File: config.mk
export PLATFORM = sky130hd
export DESIGN_NAME = frs_sequencer
export DESIGN_NICKNAME = d
export VERILOG_FILES = /design/src/frs_pkg.sv /design/src/frs_timer.sv /design/src/frs_sequencer.sv
export SDC_FILE = /design/constraint.sdc
export NUM_CORES = 1
export LEC_CHECK = 0
export ABC_CLOCK_PERIOD_IN_PS = 1800
export BUFFER_PORTS_ARGS = -buffer_cell sky130_fd_sc_hd__buf_2
export CELL_PAD_IN_SITES_DETAIL_PLACEMENT = 0
export CELL_PAD_IN_SITES_GLOBAL_PLACEMENT = 2
export CORE_MARGIN = 3
export CORE_UTILIZATION = 34
export DETAILED_ROUTE_END_ITERATION = 10
export PLACE_DENSITY_LB_ADDON = 0.1
export REMOVE_ABC_BUFFERS = 1
export SKIP_CTS_REPAIR_TIMING = 1
export SLEW_MARGIN = 20
export SYNTH_ARGS = -nofsm -noshare
export SYNTH_HDL_FRONTEND = slang
export SYNTH_SLANG_ARGS = --single-unit
File: constraint.sdc
create_clock -name pclk -period 1.8 [get_ports pclk]
set_clock_uncertainty 0.1 [all_clocks]
set_input_delay 0.27 -clock pclk [delete_from_list [all_inputs] [get_ports pclk]]
set_output_delay 0.27 -clock pclk [all_outputs]
set_load 0.005 [all_outputs]
File: src/frs_pkg.sv
// Purpose: Shared constants for the fault and restart sequencer.
// Assumes: pclk at 100 MHz; APB registers, one aligned 32-bit word each.
// Notes: Times are kept in their printed units; cycle counts derive from them.
package frs_pkg;
	// Clock rate
	localparam int CLK_HZ = 100_000_000;
	localparam int CLK_KHZ = CLK_HZ / 1000;

	// Protection intervals in printed units
	localparam int T_OV_BLANK_MS = 20;
	localparam int T_UV_DECLARE_MS = 50;
	localparam int T_OVERLOAD_MS = 15;
	localparam int T_HICCUP_S = 1;

	// Derived cycle counts
	localparam int OV_BLANK_CYC = T_OV_BLANK_MS * CLK_KHZ;
	localparam int UV_DECLARE_CYC = T_UV_DECLARE_MS * CLK_KHZ;
	localparam int OVERLOAD_CYC = T_OVERLOAD_MS * CLK_KHZ;
	localparam int HICCUP_CYC = T_HICCUP_S * CLK_HZ;

	// Timer counter width, enough for the longest interval
	localparam int TIMER_W = 27;

	// Register byte offsets
	localparam logic [11:0] ADDR_CTRL = 12'h000;
	localparam logic [11:0] ADDR_STATUS = 12'h004;
	localparam logic [11:0] ADDR_INT_STAT = 12'h008;
	localparam logic [11:0] ADDR_INT_MASK = 12'h00C;

	// Control fields and reset value
	localparam int CTRL_LATCH_BIT = 0;
	localparam int CTRL_RUN_BIT = 1;
	localparam logic [1:0] CTRL_RESET = 2'h2;

	// Event bit positions in the interrupt status and mask registers
	localparam int EV_OVERLOAD = 0;
	localparam int EV_LINE_UV = 1;
	localparam int EV_LINE_OV = 2;
	localparam int EV_HICCUP_END = 3;
	localparam int EV_LATCH_CLEAR = 4;
	localparam int EV_W = 5;
	localparam logic [EV_W-1:0] INT_MASK_RESET = 5'h00;

	// Comparator input positions in the synchroniser bank
	localparam int IN_START = 0;
	localparam int IN_MIN = 1;
	localparam int IN_RESET = 2;
	localparam int IN_TURNOFF = 3;
	localparam int IN_HYST = 4;
	localparam int IN_LINE_ON = 5;
	localparam int IN_LINE_OFF = 6;
	localparam int IN_LINE_EN = 7;
	localparam int IN_OV_UP = 8;
	localparam int IN_OV_LO = 9;
	localparam int IN_ILIM = 10;
	localparam int IN_MAXIMUM_DUTY_LIMIT = 11;
	localparam int IN_W = 12;

	// Timer slots
	localparam int TM_OV = 0;
	localparam int TM_UV = 1;
	localparam int TM_OL = 2;
	localparam int TM_HIC = 3;
	localparam int TM_N = 4;
endpackage

File: src/frs_timer.sv
// Purpose: Interval counter that runs while its condition holds.
// Assumes: limit stays constant while run is high.
// Notes: Clears at once when run falls, so a broken interval starts over.
`timescale 1ns/1ps
module frs_timer #(
	parameter int W = 27
) (
	// Clock and reset
	input wire logic pclk,
	input wire logic presetn,
	// Control
	input wire logic run,
	input wire logic [W-1:0] limit,
	// Result
	output logic expired
);
	logic [W-1:0] count_r;

	// Count up and saturate at the limit
	always_ff @(posedge pclk or negedge presetn) begin
		if (!presetn) begin
			count_r <= '0;
		end else if (!run) begin
			count_r <= '0; // RL17
		end else if (count_r != limit) begin
			count_r <= count_r + W'(1);
		end
	end

	assign expired = run && (count_r == limit);
endmodule

File: src/frs_sequencer.sv
// Purpose: Fault and restart sequencing of a fixed-frequency power controller.
// Assumes: Comparator results arrive asynchronously and are synchronised here.
// Notes: Inputs are synchronised here; edges count one cycle after the level settles.
// Notes on behaviour
// RL1: After line undervoltage clears, pulsing waits for the next rising supply start crossing.
// RL2: Line overvoltage stops pulsing after 20 ms blanking until line drops below the lower level.
// RL3: The line sense enable level is sampled at the supply minimum crossing after a supply reset.
// RL4: A low sampled line sense level disables line undervoltage and overvoltage protection.
// RL5: An overload flag held over 15 ms stops pulses and starts the 1 s recovery timer.
// RL6: In recovery with supply below minimum, the start-up source runs until the start level.
// RL7: In recovery with supply above minimum, the source waits until supply decays below minimum.
// RL8: Start crossings are ignored while the recovery timer runs.
// RL9: Each restart after a recovery hiccup begins with soft-start.
// RL10: Maximum duty limiting also runs the overload timer.
// RL11: The recovery hiccup runs whatever the line undervoltage state.
// RL12: Line undervoltage recovery during a hiccup abandons the timer and restarts at next crossing.
// RL13: In latched mode overload expiry latches off and supply cycles on turn-off hysteresis.
// RL14: The latch clears only on supply reset, line undervoltage recovery or line overvoltage.
// RL15: Line undervoltage is declared after 50 ms below the off level, and pulsing stops.
// RL16: After any fault or line undervoltage the soft-start ramp is forced to zero.
// RL17: Each interval counter clears whenever its condition drops.
//
// The implementer's own choices: the register offsets and register access over APB.
`timescale 1ns/1ps
module frs_sequencer
	import frs_pkg::*;
#(
	parameter int OV_BLANK_CYCLES = OV_BLANK_CYC,
	parameter int UV_DECLARE_CYCLES = UV_DECLARE_CYC,
	parameter int OVERLOAD_CYCLES = OVERLOAD_CYC,
	parameter int HICCUP_CYCLES = HICCUP_CYC
) (
	// Clock and reset
	input wire logic pclk,
	input wire logic presetn,
	// APB slave
	input wire logic psel,
	input wire logic penable,
	input wire logic pwrite,
	input wire logic [11:0] paddr,
	input wire logic [31:0] pwdata,
	output logic [31:0] prdata,
	output logic pready,
	output logic pslverr,
	// Supply comparators
	input wire logic supply_above_start,
	input wire logic supply_above_minimum,
	input wire logic supply_above_reset,
	input wire logic supply_above_turnoff,
	input wire logic supply_above_turnoff_hyst,
	// Line sense comparators
	input wire logic line_above_on,
	input wire logic line_below_off,
	input wire logic line_above_enable,
	input wire logic line_above_ov_upper,
	input wire logic line_above_ov_lower,
	// Overload sources
	input wire logic peak_current_limit,
	input wire logic maximum_duty_limit,
	// Power stage control
	output logic drive_enable,
	output logic startup_current_source,
	output logic soft_start_discharge,
	output logic soft_start_begin,
	// Interrupt
	output logic irq
);
	typedef enum logic [1:0] {
		ST_OFF,
		ST_RUN,
		ST_HICCUP,
		ST_LATCHED
	} frs_state_e;

	frs_state_e state_r;
	frs_state_e state_nxt;

	logic [IN_W-1:0] raw;
	logic [IN_W-1:0] s1_r;
	logic [IN_W-1:0] s2_r;
	logic [IN_W-1:0] s3_r;
	logic [IN_W-1:0] in_r;
	logic [IN_W-1:0] prev_r;

	logic [1:0] ctrl_r;
	logic [EV_W-1:0] int_stat_r;
	logic [EV_W-1:0] int_stat_nxt;
	logic [EV_W-1:0] int_mask_r;
	logic [31:0] prdata_r;
	logic [31:0] rd_mux;

	logic sample_armed_r;
	logic line_en_r;
	logic line_uv_r;
	logic line_ov_r;
	logic src_r;
	logic src_nxt;
	logic start_pulse_r;

	logic [TM_N-1:0] tm_run;
	logic [TM_N-1:0] tm_exp;
	logic [TIMER_W-1:0] tm_limit [TM_N];

	// Comparator bank in package order
	assign raw = {maximum_duty_limit, peak_current_limit, line_above_ov_lower,
		line_above_ov_upper, line_above_enable, line_below_off, line_above_on,
		supply_above_turnoff_hyst, supply_above_turnoff, supply_above_reset,
		supply_above_minimum, supply_above_start};

	// Three-stage synchroniser; a change is taken once stages two and three agree
	genvar gi;
	generate
		for (gi = 0; gi < IN_W; gi++) begin : g_sync
			always_ff @(posedge pclk or negedge presetn) begin
				if (!presetn) begin
					s1_r[gi] <= 1'b0;
					s2_r[gi] <= 1'b0;
					s3_r[gi] <= 1'b0;
					in_r[gi] <= 1'b0;
					prev_r[gi] <= 1'b0;
				end else begin
					s1_r[gi] <= raw[gi];
					s2_r[gi] <= s1_r[gi];
					s3_r[gi] <= s2_r[gi];
					if (s2_r[gi] == s3_r[gi]) begin
						in_r[gi] <= s3_r[gi];
					end
					prev_r[gi] <= in_r[gi];
				end
			end
		end
	endgenerate

	// Decoded comparator levels and edges
	wire start_rise = in_r[IN_START] && !prev_r[IN_START];
	wire min_rise = in_r[IN_MIN] && !prev_r[IN_MIN];
	wire below_min = !in_r[IN_MIN];
	wire above_start = in_r[IN_START];
	wire supply_reset = !in_r[IN_RESET];
	wire overload_flag = in_r[IN_ILIM] || in_r[IN_MAXIMUM_DUTY_LIMIT]; // RL10

	// Line protections act only when the sense was found enabled
	wire uv_cond = line_en_r && in_r[IN_LINE_OFF] && !line_uv_r; // RL4
	wire ov_cond = line_en_r && in_r[IN_OV_UP] && !line_ov_r; // RL4
	wire uv_declare = tm_exp[TM_UV]; // RL15
	wire ov_declare = tm_exp[TM_OV]; // RL2
	wire uv_recover = line_uv_r && in_r[IN_LINE_ON];
	wire ov_release = line_ov_r && !in_r[IN_OV_LO];
	wire line_fault = line_uv_r || line_ov_r;

	// Configuration fields
	wire latch_mode = ctrl_r[CTRL_LATCH_BIT];
	wire run_allow = ctrl_r[CTRL_RUN_BIT];

	// Timer conditions; overload counting only while pulses run
	assign tm_run[TM_OV] = ov_cond;
	assign tm_run[TM_UV] = uv_cond;
	assign tm_run[TM_OL] = (state_r == ST_RUN) && overload_flag; // RL5
	assign tm_run[TM_HIC] = (state_r == ST_HICCUP);
	assign tm_limit[TM_OV] = TIMER_W'(OV_BLANK_CYCLES);
	assign tm_limit[TM_UV] = TIMER_W'(UV_DECLARE_CYCLES);
	assign tm_limit[TM_OL] = TIMER_W'(OVERLOAD_CYCLES);
	assign tm_limit[TM_HIC] = TIMER_W'(HICCUP_CYCLES);

	// Interval timers, one per protection interval
	generate
		for (gi = 0; gi < TM_N; gi++) begin : g_tmr
			frs_timer #(
				.W(TIMER_W)
			) u_timer (
				.pclk(pclk),
				.presetn(presetn),
				.run(tm_run[gi]),
				.limit(tm_limit[gi]),
				.expired(tm_exp[gi])
			);
		end
	endgenerate

	wire overload_trip = tm_exp[TM_OL];
	wire hiccup_end = tm_exp[TM_HIC];
	wire latch_release = supply_reset || uv_recover || ov_declare; // RL14

	// Sampling of the line sense enable level
	always_ff @(posedge pclk or negedge presetn) begin
		if (!presetn) begin
			sample_armed_r <= 1'b1;
			line_en_r <= 1'b0;
		end else if (supply_reset) begin
			sample_armed_r <= 1'b1; // RL3
		end else if (sample_armed_r && min_rise) begin
			sample_armed_r <= 1'b0;
			line_en_r <= in_r[IN_LINE_EN]; // RL3
		end
	end

	// Line undervoltage and overvoltage flags; disabled sense clears both
	always_ff @(posedge pclk or negedge presetn) begin
		if (!presetn) begin
			line_uv_r <= 1'b0;
			line_ov_r <= 1'b0;
		end else if (!line_en_r) begin
			line_uv_r <= 1'b0; // RL4
			line_ov_r <= 1'b0; // RL4
		end else begin
			if (uv_declare) begin
				line_uv_r <= 1'b1; // RL15
			end else if (uv_recover) begin
				line_uv_r <= 1'b0;
			end
			if (ov_declare) begin
				line_ov_r <= 1'b1; // RL2
			end else if (ov_release) begin
				line_ov_r <= 1'b0; // RL2
			end
		end
	end

	// Sequencer; a supply reset overrides every state
	always_comb begin
		state_nxt = state_r;
		if (supply_reset) begin
			state_nxt = ST_OFF; // RL14
		end else begin
			unique case (state_r)
				ST_OFF: begin
					// Only a fresh crossing starts, never a standing level
					if (start_rise && !line_fault && run_allow) begin
						state_nxt = ST_RUN; // RL1
					end
				end
				ST_RUN: begin
					if (line_fault || !run_allow) begin
						state_nxt = ST_OFF; // RL15
					end else if (overload_trip && latch_mode) begin
						state_nxt = ST_LATCHED; // RL13
					end else if (overload_trip) begin
						state_nxt = ST_HICCUP; // RL5
					end
				end
				ST_HICCUP: begin // RL11
					// Start crossings are not looked at here, nor is a standing line fault
					if (uv_recover) begin
						state_nxt = ST_OFF; // RL12
					end else if (hiccup_end) begin
						state_nxt = ST_OFF; // RL8
					end
				end
				ST_LATCHED: begin
					if (latch_release) begin
						state_nxt = ST_OFF; // RL14
					end
				end
			endcase
		end
	end

	// Start-up source: hysteretic on supply levels, band chosen by state
	always_comb begin
		src_nxt = src_r;
		unique case (state_r)
			ST_LATCHED: begin
				if (!in_r[IN_TURNOFF]) begin
					src_nxt = 1'b1; // RL13
				end else if (in_r[IN_HYST]) begin
					src_nxt = 1'b0; // RL13
				end
			end
			ST_RUN: begin
				src_nxt = 1'b0;
			end
			default: begin
				if (below_min) begin
					src_nxt = 1'b1; // RL6
				end else if (above_start) begin
					src_nxt = 1'b0; // RL7
				end
			end
		endcase
	end

	// Sequencer state, source and soft-start pulse
	always_ff @(posedge pclk or negedge presetn) begin
		if (!presetn) begin
			state_r <= ST_OFF;
			src_r <= 1'b0;
			start_pulse_r <= 1'b0;
		end else begin
			state_r <= state_nxt;
			src_r <= src_nxt;
			start_pulse_r <= (state_nxt == ST_RUN) && (state_r != ST_RUN); // RL9
		end
	end

	// Power stage outputs; the ramp is held at zero whenever pulses are off
	assign drive_enable = (state_r == ST_RUN) && !line_fault;
	assign soft_start_discharge = !drive_enable; // RL16
	assign soft_start_begin = start_pulse_r; // RL9
	assign startup_current_source = src_r;

	// APB decode; zero-wait slave, read data registered in the setup cycle
	wire setup = psel && !penable;
	wire access = psel && penable;
	wire hit_ctrl = (paddr == ADDR_CTRL);
	wire hit_status = (paddr == ADDR_STATUS);
	wire hit_stat = (paddr == ADDR_INT_STAT);
	wire hit_mask = (paddr == ADDR_INT_MASK);
	wire hit = hit_ctrl || hit_status || hit_stat || hit_mask;
	wire wr_ctrl = access && pwrite && hit_ctrl;
	wire wr_mask = access && pwrite && hit_mask;
	wire rd_clear = access && !pwrite && hit_stat;
	assign pready = 1'b1;
	assign pslverr = access && !hit;

	// Status word shows the sequencer's own state
	wire [31:0] status_word = {20'h00000, in_r[IN_MIN], in_r[IN_START], src_r, line_en_r,
		line_ov_r, line_uv_r, drive_enable, (state_r == ST_LATCHED),
		(state_r == ST_HICCUP), (state_r == ST_RUN), 2'h0};

	// Read selection
	assign rd_mux = hit_ctrl ? {30'h0, ctrl_r} :
		hit_status ? status_word :
		hit_stat ? {27'h0, int_stat_r} :
		hit_mask ? {27'h0, int_mask_r} : 32'h00000000;

	// Events; a read clears only the bits it reported, so an event landing between
	// setup and access is not lost, and a new event wins over a clear
	wire [EV_W-1:0] events = {(state_r == ST_LATCHED) && (state_nxt == ST_OFF),
		(state_r == ST_HICCUP) && (state_nxt == ST_OFF),
		ov_declare, uv_declare, overload_trip};
	wire [EV_W-1:0] clr_bits = rd_clear ? prdata_r[EV_W-1:0] : '0;
	assign int_stat_nxt = (int_stat_r & ~clr_bits) | events;

	// Register file
	always_ff @(posedge pclk or negedge presetn) begin
		if (!presetn) begin
			ctrl_r <= CTRL_RESET;
			int_mask_r <= INT_MASK_RESET;
			int_stat_r <= '0;
			prdata_r <= 32'h00000000;
		end else begin
			if (wr_ctrl) begin
				ctrl_r <= pwdata[1:0];
			end
			if (wr_mask) begin
				int_mask_r <= pwdata[EV_W-1:0];
			end
			int_stat_r <= int_stat_nxt;
			if (setup) begin
				prdata_r <= rd_mux;
			end
		end
	end

	assign prdata = prdata_r;
	assign irq = |(int_stat_r & int_mask_r);
endmodule

Word-level counts from Yosys, hierarchy flattened --
Index checks and enable logic that the tools add are counted. W data, S select, Z words.
Cells by class: reductions and logical operators 55, order comparisons 0, multiply operators 0, multiplexer cells 35, div/mod/pow operators 0, add/sub/neg operators 4, bitwise gates (word level) 4, shifts and indexed selects 0, equal/unequal tests 37
Operator list (number):
- $mux W27 | 8
- $add A27 B1 Y27 const B | 4
- $eq A27 B21 Y1 const B | 2
- $ne A27 B21 Y1 const B | 2
- $logic_and A1 B1 Y1 | 29
- $eq A27 B23 Y1 const B | 1
- $eq A27 B27 Y1 const B | 1
- $ne A27 B23 Y1 const B | 1
- $ne A27 B27 Y1 const B | 1
- $eq A12 B4 Y1 const B | 2
- $mux W12 | 2
- $mux W2 | 8
- $mux W5 | 3
- $eq A1 B1 Y1 | 12
- $eq A12 B3 Y1 const B | 1
- $logic_not A1 Y1 | 12
- $logic_not A12 Y1 | 1
- $mux W1 | 12
- $and A5 B5 Y5 | 2
- $logic_or A1 B1 Y1 | 8
- $ne A2 B2 Y1 const B | 4
- $pmux W2 S4 | 1
- $ne A3 B1 Y1 const B | 2
- $not A5 Y5 | 1
- 10 further kinds | 15
Storage, ports and cells: output and inout port bits 39, latch bits 0, input bits 61, bits in read-only memories 0, memory bits (writable) 0, memories kept 0, register bits after elaboration 210

Logic depth before layout (Yosys ltp) --
Gate-level depths: netlist of the first run.
depth in word-level cells 11, gate-level depth with buffers 7, depth with buffers taken out 7

By module --
Synthesis of the first run repeated with hierarchy kept, for this count alone.
Second synthesis, totals: cells, all modules 1190, area total of the unflattened synthesis 11964.0 um^2
Modules (own cells, without submodules):
- frs_timer | area an instance 2200.9 um^2, cells each 241, times used 4
- frs_sequencer | area an instance 3160.5 um^2, cells each 226, times used 1

Worst setup path before layout of the first run --
OpenSTA, ideal clock, no wires.
path type register -> register, start register g_tmr[3].u_timer.count_r[0], end register g_tmr[3].u_timer.count_r[1], setup slack -0.084 ns, arrival 1.652 ns, library setup time 0.132 ns, stages on the path, launching flop included 8, clock period less this slack 1.884 ns, cell sequence dfrtp_1 -> inv_1 -> ha_1 -> nand3b_1 -> or3_1 -> nor4_2 -> mux2i_1 -> nor2_1
On the way: word-level cells in the longest chain between the ends 3
RTL lines:
- from (decl) | line frs_timer.sv:17 | logic [W-1:0] count_r;
- from (signal assigned) | line frs_timer.sv:26 | count_r <= count_r + W'(1);
- $add A27 B1 Y27 | line frs_timer.sv:26
- $mux W27 | line frs_timer.sv:25 | end else if (count_r != limit) begin
- $mux W27 | line frs_timer.sv:23 | end else if (!run) begin
Several ways; a longest one is shown, not always the timed one. The select of a mux whose other input is x is not followed. A chain may end at the register's enable or synchronous reset.

Final worst setup path of the first run --
start register g_tmr[2].u_timer.count_r[10], end register state_r[0]
On the way: word-level cells in the longest chain between the ends 7
RTL lines:
- from (decl) | line frs_timer.sv:17
- from (signal assigned) | line frs_timer.sv:26
- $eq A27 B21 Y1 * | line frs_timer.sv:30 | assign expired = run && (count_r == limit);
- $logic_and A1 B1 Y1 * | line frs_timer.sv:30
- $mux W2 / $logic_and A1 B1 Y1 (equally long branches) | line frs_sequencer.sv:237, frs_sequencer.sv:235
- $mux W2 * | line frs_sequencer.sv:235 | end else if (overload_trip && latch_mode) begin
- $mux W2 * | line frs_sequencer.sv:233 | if (line_fault || !run_allow) begin
- $pmux W2 S4 * | line frs_sequencer.sv:225 | unique case (state_r)
- $mux W2 * | line frs_sequencer.sv:222 | if (supply_reset) begin
- net state_nxt[0] | line frs_sequencer.sv:76 | frs_state_e state_nxt;
- to (signal assigned) | line frs_sequencer.sv:289 | state_r <= state_nxt;
- to (decl) | line frs_sequencer.sv:75 | frs_state_e state_r;
The timed path passes the listed nets; every way through them passes the cells marked *.

==> results of run 1 <==
-- where the power goes --
group / switching [W] / internal, W
Sequential: 0.0000994 / 0.00438
Combinational: 0.000353 / 0.000296
Clock: 0.00185 / 0.00203
Total: 0.00231 / 0.00671
-- cells in the final DEF (no fill, tap or decap), types with 11 or more instances in the layout --
cell / Yosys / final
nor2_1: 117 / 115
nand3_1: 37 / 27
o21ai_0: 18 / 15
maj3_1: 12 / 12
buf_2: 2 / 49
inv_1: 28 / 22
dlygate4sd3_1: 0 / 18
conb_1: 2 / 21
nand2_1: 55 / 48
nor3_4: 0 / 11
buf_6: 1 / 27
xor2_1: 48 / 46
nand4_1: 27 / 27
buf_4: 21 / 133
clkbuf_16: 0 / 17
dfrtp_1: 188 / 185
xnor2_1: 44 / 42
-- how the worst max path moves through the flow --
stage,start,to,slack [ns],cells past startpoint
floorplan,in_r[11],state_r[0],-0.69,4
global placement,g_tmr[2].u_timer.count_r[21],state_r[0],-0.21,8
detailed placement,g_tmr[2].u_timer.count_r[8],int_stat_r[3],-0.23,6
CTS,state_r[1],soft_start_discharge,-0.34,5
global route,g_tmr[2].u_timer.count_r[10],state_r[0],-0.23,8
finish,g_tmr[2].u_timer.count_r[10],state_r[0],-0.12,8
-- layout make-up --
cell class / instances / share of cell area
Tap cell: 324 / 0.0339
Timing Repair Buffer: 231 / 0.151
Multi-Input combinational cell: 568 / 0.357
Inverter: 28 / 0.00921
Sequential cell: 190 / 0.398
Clock inverter: 14 / 0.0140
Clock buffer: 18 / 0.0367
-- stage by stage --
step,utilization,cell area (um2)
after floorplan,-,8470
after global placement,0.411,10200
after detailed placement,0.411,10200
after CTS,0.436,10800
after global routing,0.485,12000
final,0.485,12000
-- flip-flops by register name (all words and copies together), names as in the netlist --
register and flops:
g_tmr.u_timer.count_r 108, prdata 12, s1_r 12, s2_r 12, s3_r 12, in_r 11, int_mask_r 5, int_stat_r 5
ctrl_r 2, prev_r 2, state_r 2, above_start 1, line_en_r 1, line_ov_r 1, line_uv_r 1, sample_armed_r 1
soft_start_begin 1, startup_current_source 1
-- cells by family (layout without fill, tap and decap cells) --
logic type,count (synthesis),count (layout),share of synthesized area
buf+inv,70,291,0.0407
compound gates,61,61,0.0467
fa+ha+maj,20,20,0.0255
mux,15,15,0.0187
simple gates,359,359,0.224
xor+xnor,92,92,0.0932
flops,190,190,0.550
other cells,2,21,0.000869
-- metal layers --
layer,GRT usage,vias up,part of all wire
met5,0,-,0
met4,0.0348,0,0.010
met3,0.0304,16,0.023
met2,0.256,69,0.51
met1,0.199,3265,0.46
li1,-,3211,-
-- critical path, stage by stage, from the launching register on --
cell      delay, ns
dfrtp_1        0.42
nor4_4         0.31
buf_4          0.16
nand3_2        0.10
buf_4          0.17
nor4_2         0.24
buf_4          0.14
nand3b_1       0.10
a31oi_1        0.08
==> impl_metrics.yaml, run 1 <==
placed_design:
  dp.cells: 1291
  hpwl_um: 14300
  dpl_worst_slack_ns: -0.231
  port-buffer-count: 51
  gp_congestion: 0.791
worst_setup_path:
  r2r-end: "state_r[0]"
  end_kind: "register"
  path_max_fanout: 3
  start_kind: "register"
  timing.rr.start: "g_tmr[2].u_timer.count_r[10]"
  reg2regPathDepth: 8
  cp.arrival_ns: 2.14
  critPathKind: "reg -> reg"
  rrSetupSlack_ns: -0.12
  required_ns: 2.01
timing:
  tns_ns: -0.759
  setup_viol: 16
  min_period_over_period: 1.07
  rsz0062_at_grt: "yes"
  max_freq_mhz: 520
  worst_slack_ns: -0.123
  fin_crit_ns: 1.92
  hold_viol_final: 0
  hold-worst-slack_ns: 0.171
  drv_slew: 0
finish:
  num_antenna_cells: 0
  nets: 1105
  area_delta_synth_final_pct: 38.3
  instances_no_fill: 1373
  nFillCells: 2318
  ff_latch_area_um2: 4760
  multiInputGateArea_um2: 4270
  drive_above_1_share: 0.355
run_status:
  status: "finished with violations"
  violations: "setup timing"
global_route:
  track_usage: 0.151
  grt_max_degree: 53
  antenna_found_initial: 0
  grt_pass1_vias: 6582
  grt-ovfl-total: 0
  grt_pass1_wl_um: 32900
routing:
  drt-initial-drc-count: 298
  dr.pass1.iters: 4
  drt_wl_total_um: 20700
  viasPerCell: 4.78
  ant_nets: 0
  wire_per_inst_um: 15.1
  remaining_drc_errors: 0
  num_vias: 6561
floorplan:
  std_cell_rows: 57
  die_w_um: 165
  die_h_um: 165
  core_um2: 24700
  dieArea_um2: 27400
  num_io_pins: 100
  initial_core_util: 0.350
cts:
  cts.sinks: 190
  root_buffer: "clkbuf_16"
  clkTransAtPathRegs_ns: 0.07
  clockBufferDepth: 2
  numCtsBuffers: 17
  ctsHtreeMaxLevel: 4
  insertion_delay_ns: 0.44
  cts_tree: "done"
synthesis:
  synth_top_area_share: 0.544
  ys_ff_latch: 190
  synth_warnings: 0
  synth_edf_count: 0
  yosysTopAreaCell: "dfrtp_1"
  synth_top_flop_cell: "dfrtp_1"
  ys_seq_area_frac: 0.550
  synth.area.top_cells: "dfrtp_1 54%, nor2_1 5.1%, xor2_1 4.9%"
  synth_common_cells: "188 x dfrtp_1, 117 x nor2_1, 55 x nand2_1"
  synthArstFlopShare: 1.00
  synth.most_common_cell: "dfrtp_1"
  syn_avg_cell_area_um2: 10.7
  ys_types: 63
  synthCells: 809
  syn_area_um2: 8650
flow_run:
  maxCapViolCount: 0
min_path:
  hp-start: "pwrite"
  whs_path_depth: 3
  min_delay_worst_endpoint: "ctrl_r[0]"
  min_path_type: "in -> reg"
power:
  p_total_w: 0.00901
  pwr_density_cell_nw_per_um2: 754
  peakVddDrop_v: 0.000572
  power.leakage_nw: 5.33
(Power assumes the default switching activity.)
==> inputs of run 2 (changes only) <==
RECOVER_POWER = 50   (was default)
==> impl_metrics.yaml, run 2 (same netlist as run 1, synthesis figures left out) <==
timing:
  setup_viol: 16
  worst_pin_slew_ns: 0.902
  hold_viol_final: 0
  tns_ns: -0.763
  fin_crit_ns: 1.92
  max_freq_mhz: 520
  maxSlewHeadroom: 0.399
  worst_slack_ns: -0.123
  drv_slew: 0
  rsz0062_at_grt: "yes"
  min_period_over_period: 1.07
finish:
  most-common-layout-cells: "185 x dfrtp_1, 131 x buf_4, 115 x nor2_1, 48 x nand2_1, 48 x buf_2"
  top_register: "g_tmr.u_timer.count_r"
  instances_no_fill: 1373
  ff_latch_area_um2: 4760
  drive_above_1_share: 0.354
  final_core_util: 0.483
  area_delta_synth_final_pct: 37.9
  final_common_cell: "dfrtp_1"
  multiInputGateArea_um2: 4270
  largest_register_ffs: 108
  num_antenna_cells: 0
  nFillCells: 2323
  nets: 1105
global_route:
  grt_pass1_vias: 6582
  grt-ovfl-total: 0
  grt_max_degree: 53
  grt_pass1_wl_um: 32900
  antenna_found_initial: 0
  track_usage: 0.151
power:
  peakVddDrop_v: 0.000572
  power.leakage_nw: 5.32
  pwr_density_cell_nw_per_um2: 755
routing:
  remaining_drc_errors: 0
  viasPerCell: 4.78
  drt-initial-drc-count: 318
  dr.pass1.iters: 4
  ant_nets: 0
  num_vias: 6565
  wire_per_inst_um: 15.0
  drt_wl_total_um: 20700
cts:
  clockBufferDepth: 2
  clkTransAtPathRegs_ns: 0.07
  root_buffer: "clkbuf_16"
  cts.sinks: 190
  insertion_delay_ns: 0.43
  numCtsBuffers: 17
  cts_tree: "done"
  ctsHtreeMaxLevel: 4
floorplan:
  num_io_pins: 100
  std_cell_rows: 57
  dieArea_um2: 27400
  die_h_um: 165
  initial_core_util: 0.350
  die_w_um: 165
  core_um2: 24700
worst_setup_path:
  critPathKind: "reg -> reg"
  end_kind: "register"
  crit_path_end: "state_r[0]"
  cp.arrival_ns: 2.14
  path_max_fanout: 3
  reg2regPathDepth: 8
  startpoint: "g_tmr[2].u_timer.count_r[10]"
  rrSetupSlack_ns: -0.12
  r2r-end: "state_r[0]"
  timing.rr.start: "g_tmr[2].u_timer.count_r[10]"
  required_ns: 2.01
  start_kind: "register"
placed_design:
  port-buffer-count: 51
  hpwl_um: 14300
  dp.cells: 1291
  dpl_worst_slack_ns: -0.231
  gp_congestion: 0.791
run_status:
  violations: "setup timing"
  status: "finished with violations"
flow_run:
  maxCapViolCount: 0
min_path:
  min_path_type: "in -> reg"
[run 2: how the worst min path moves through the flow]
stage / slack (ns) / from / depth (start not counted) / end
4_1_cts: -0.38 / presetn / 1 / g_tmr[3].u_timer.count_r[21]
3_3_place_gp: 0.09 / presetn / 1 / g_tmr[3].u_timer.count_r[21]
2_1_floorplan: -0.13 / presetn / 0 / above_start
6_report: 0.17 / pwrite / 3 / ctrl_r[0]
3_5_place_dp: 0.1 / presetn / 1 / g_tmr[3].u_timer.count_r[21]
5_1_grt: 0.16 / pwrite / 3 / ctrl_r[0]
[run 2: power by group]
group          internal [W]  total (W)  switching (W)  leakage, nW
logic              0.000288   0.000642       0.000354         2.51
registers           0.00438    0.00448      0.0000994         2.51
clock network       0.00203    0.00388        0.00185        0.296
[run 2: routing by layer]
layer | global-route usage | part of all wire | up-vias
met5 | 0 | 0 | -
met4 | 0.0348 | 0.010 | 0
met3 | 0.0304 | 0.023 | 16
met2 | 0.256 | 0.51 | 68
met1 | 0.199 | 0.46 | 3269
li1 | - | - | 3212
[run 2: layout make-up]
class / instances / share of cell area
clock inverter: 14 / 0.0141
clock buffer: 18 / 0.0368
tap: 324 / 0.0340
timing repair buffer: 231 / 0.148
multi-input combinational: 568 / 0.358
inverter: 28 / 0.00923
sequential: 190 / 0.399
[run 2: stage by stage]
| step | instance area (um2) | total power (W) | hold slack [ns] |
|---|---|---|---|
| finish | 11900 | 0.00900 | 0.171 |
| detailed placement | 10200 | 0.00509 | 0.0960 |
| floorplan | 8470 | 0.00474 | -0.126 |
| global placement | 10200 | 0.00507 | 0.0917 |
| global route | 11900 | 0.00938 | 0.164 |
| CTS | 10800 | 0.00901 | -0.382 |
[run 2: worst max-delay path, cell delays in order (launching register included)]
cell      delay, ns
dfrtp_1        0.42
nor4_4         0.31
buf_4          0.16
nand3_2        0.10
buf_4          0.17
nor4_2         0.24
buf_4          0.14
nand3b_1       0.10
a31oi_1        0.08
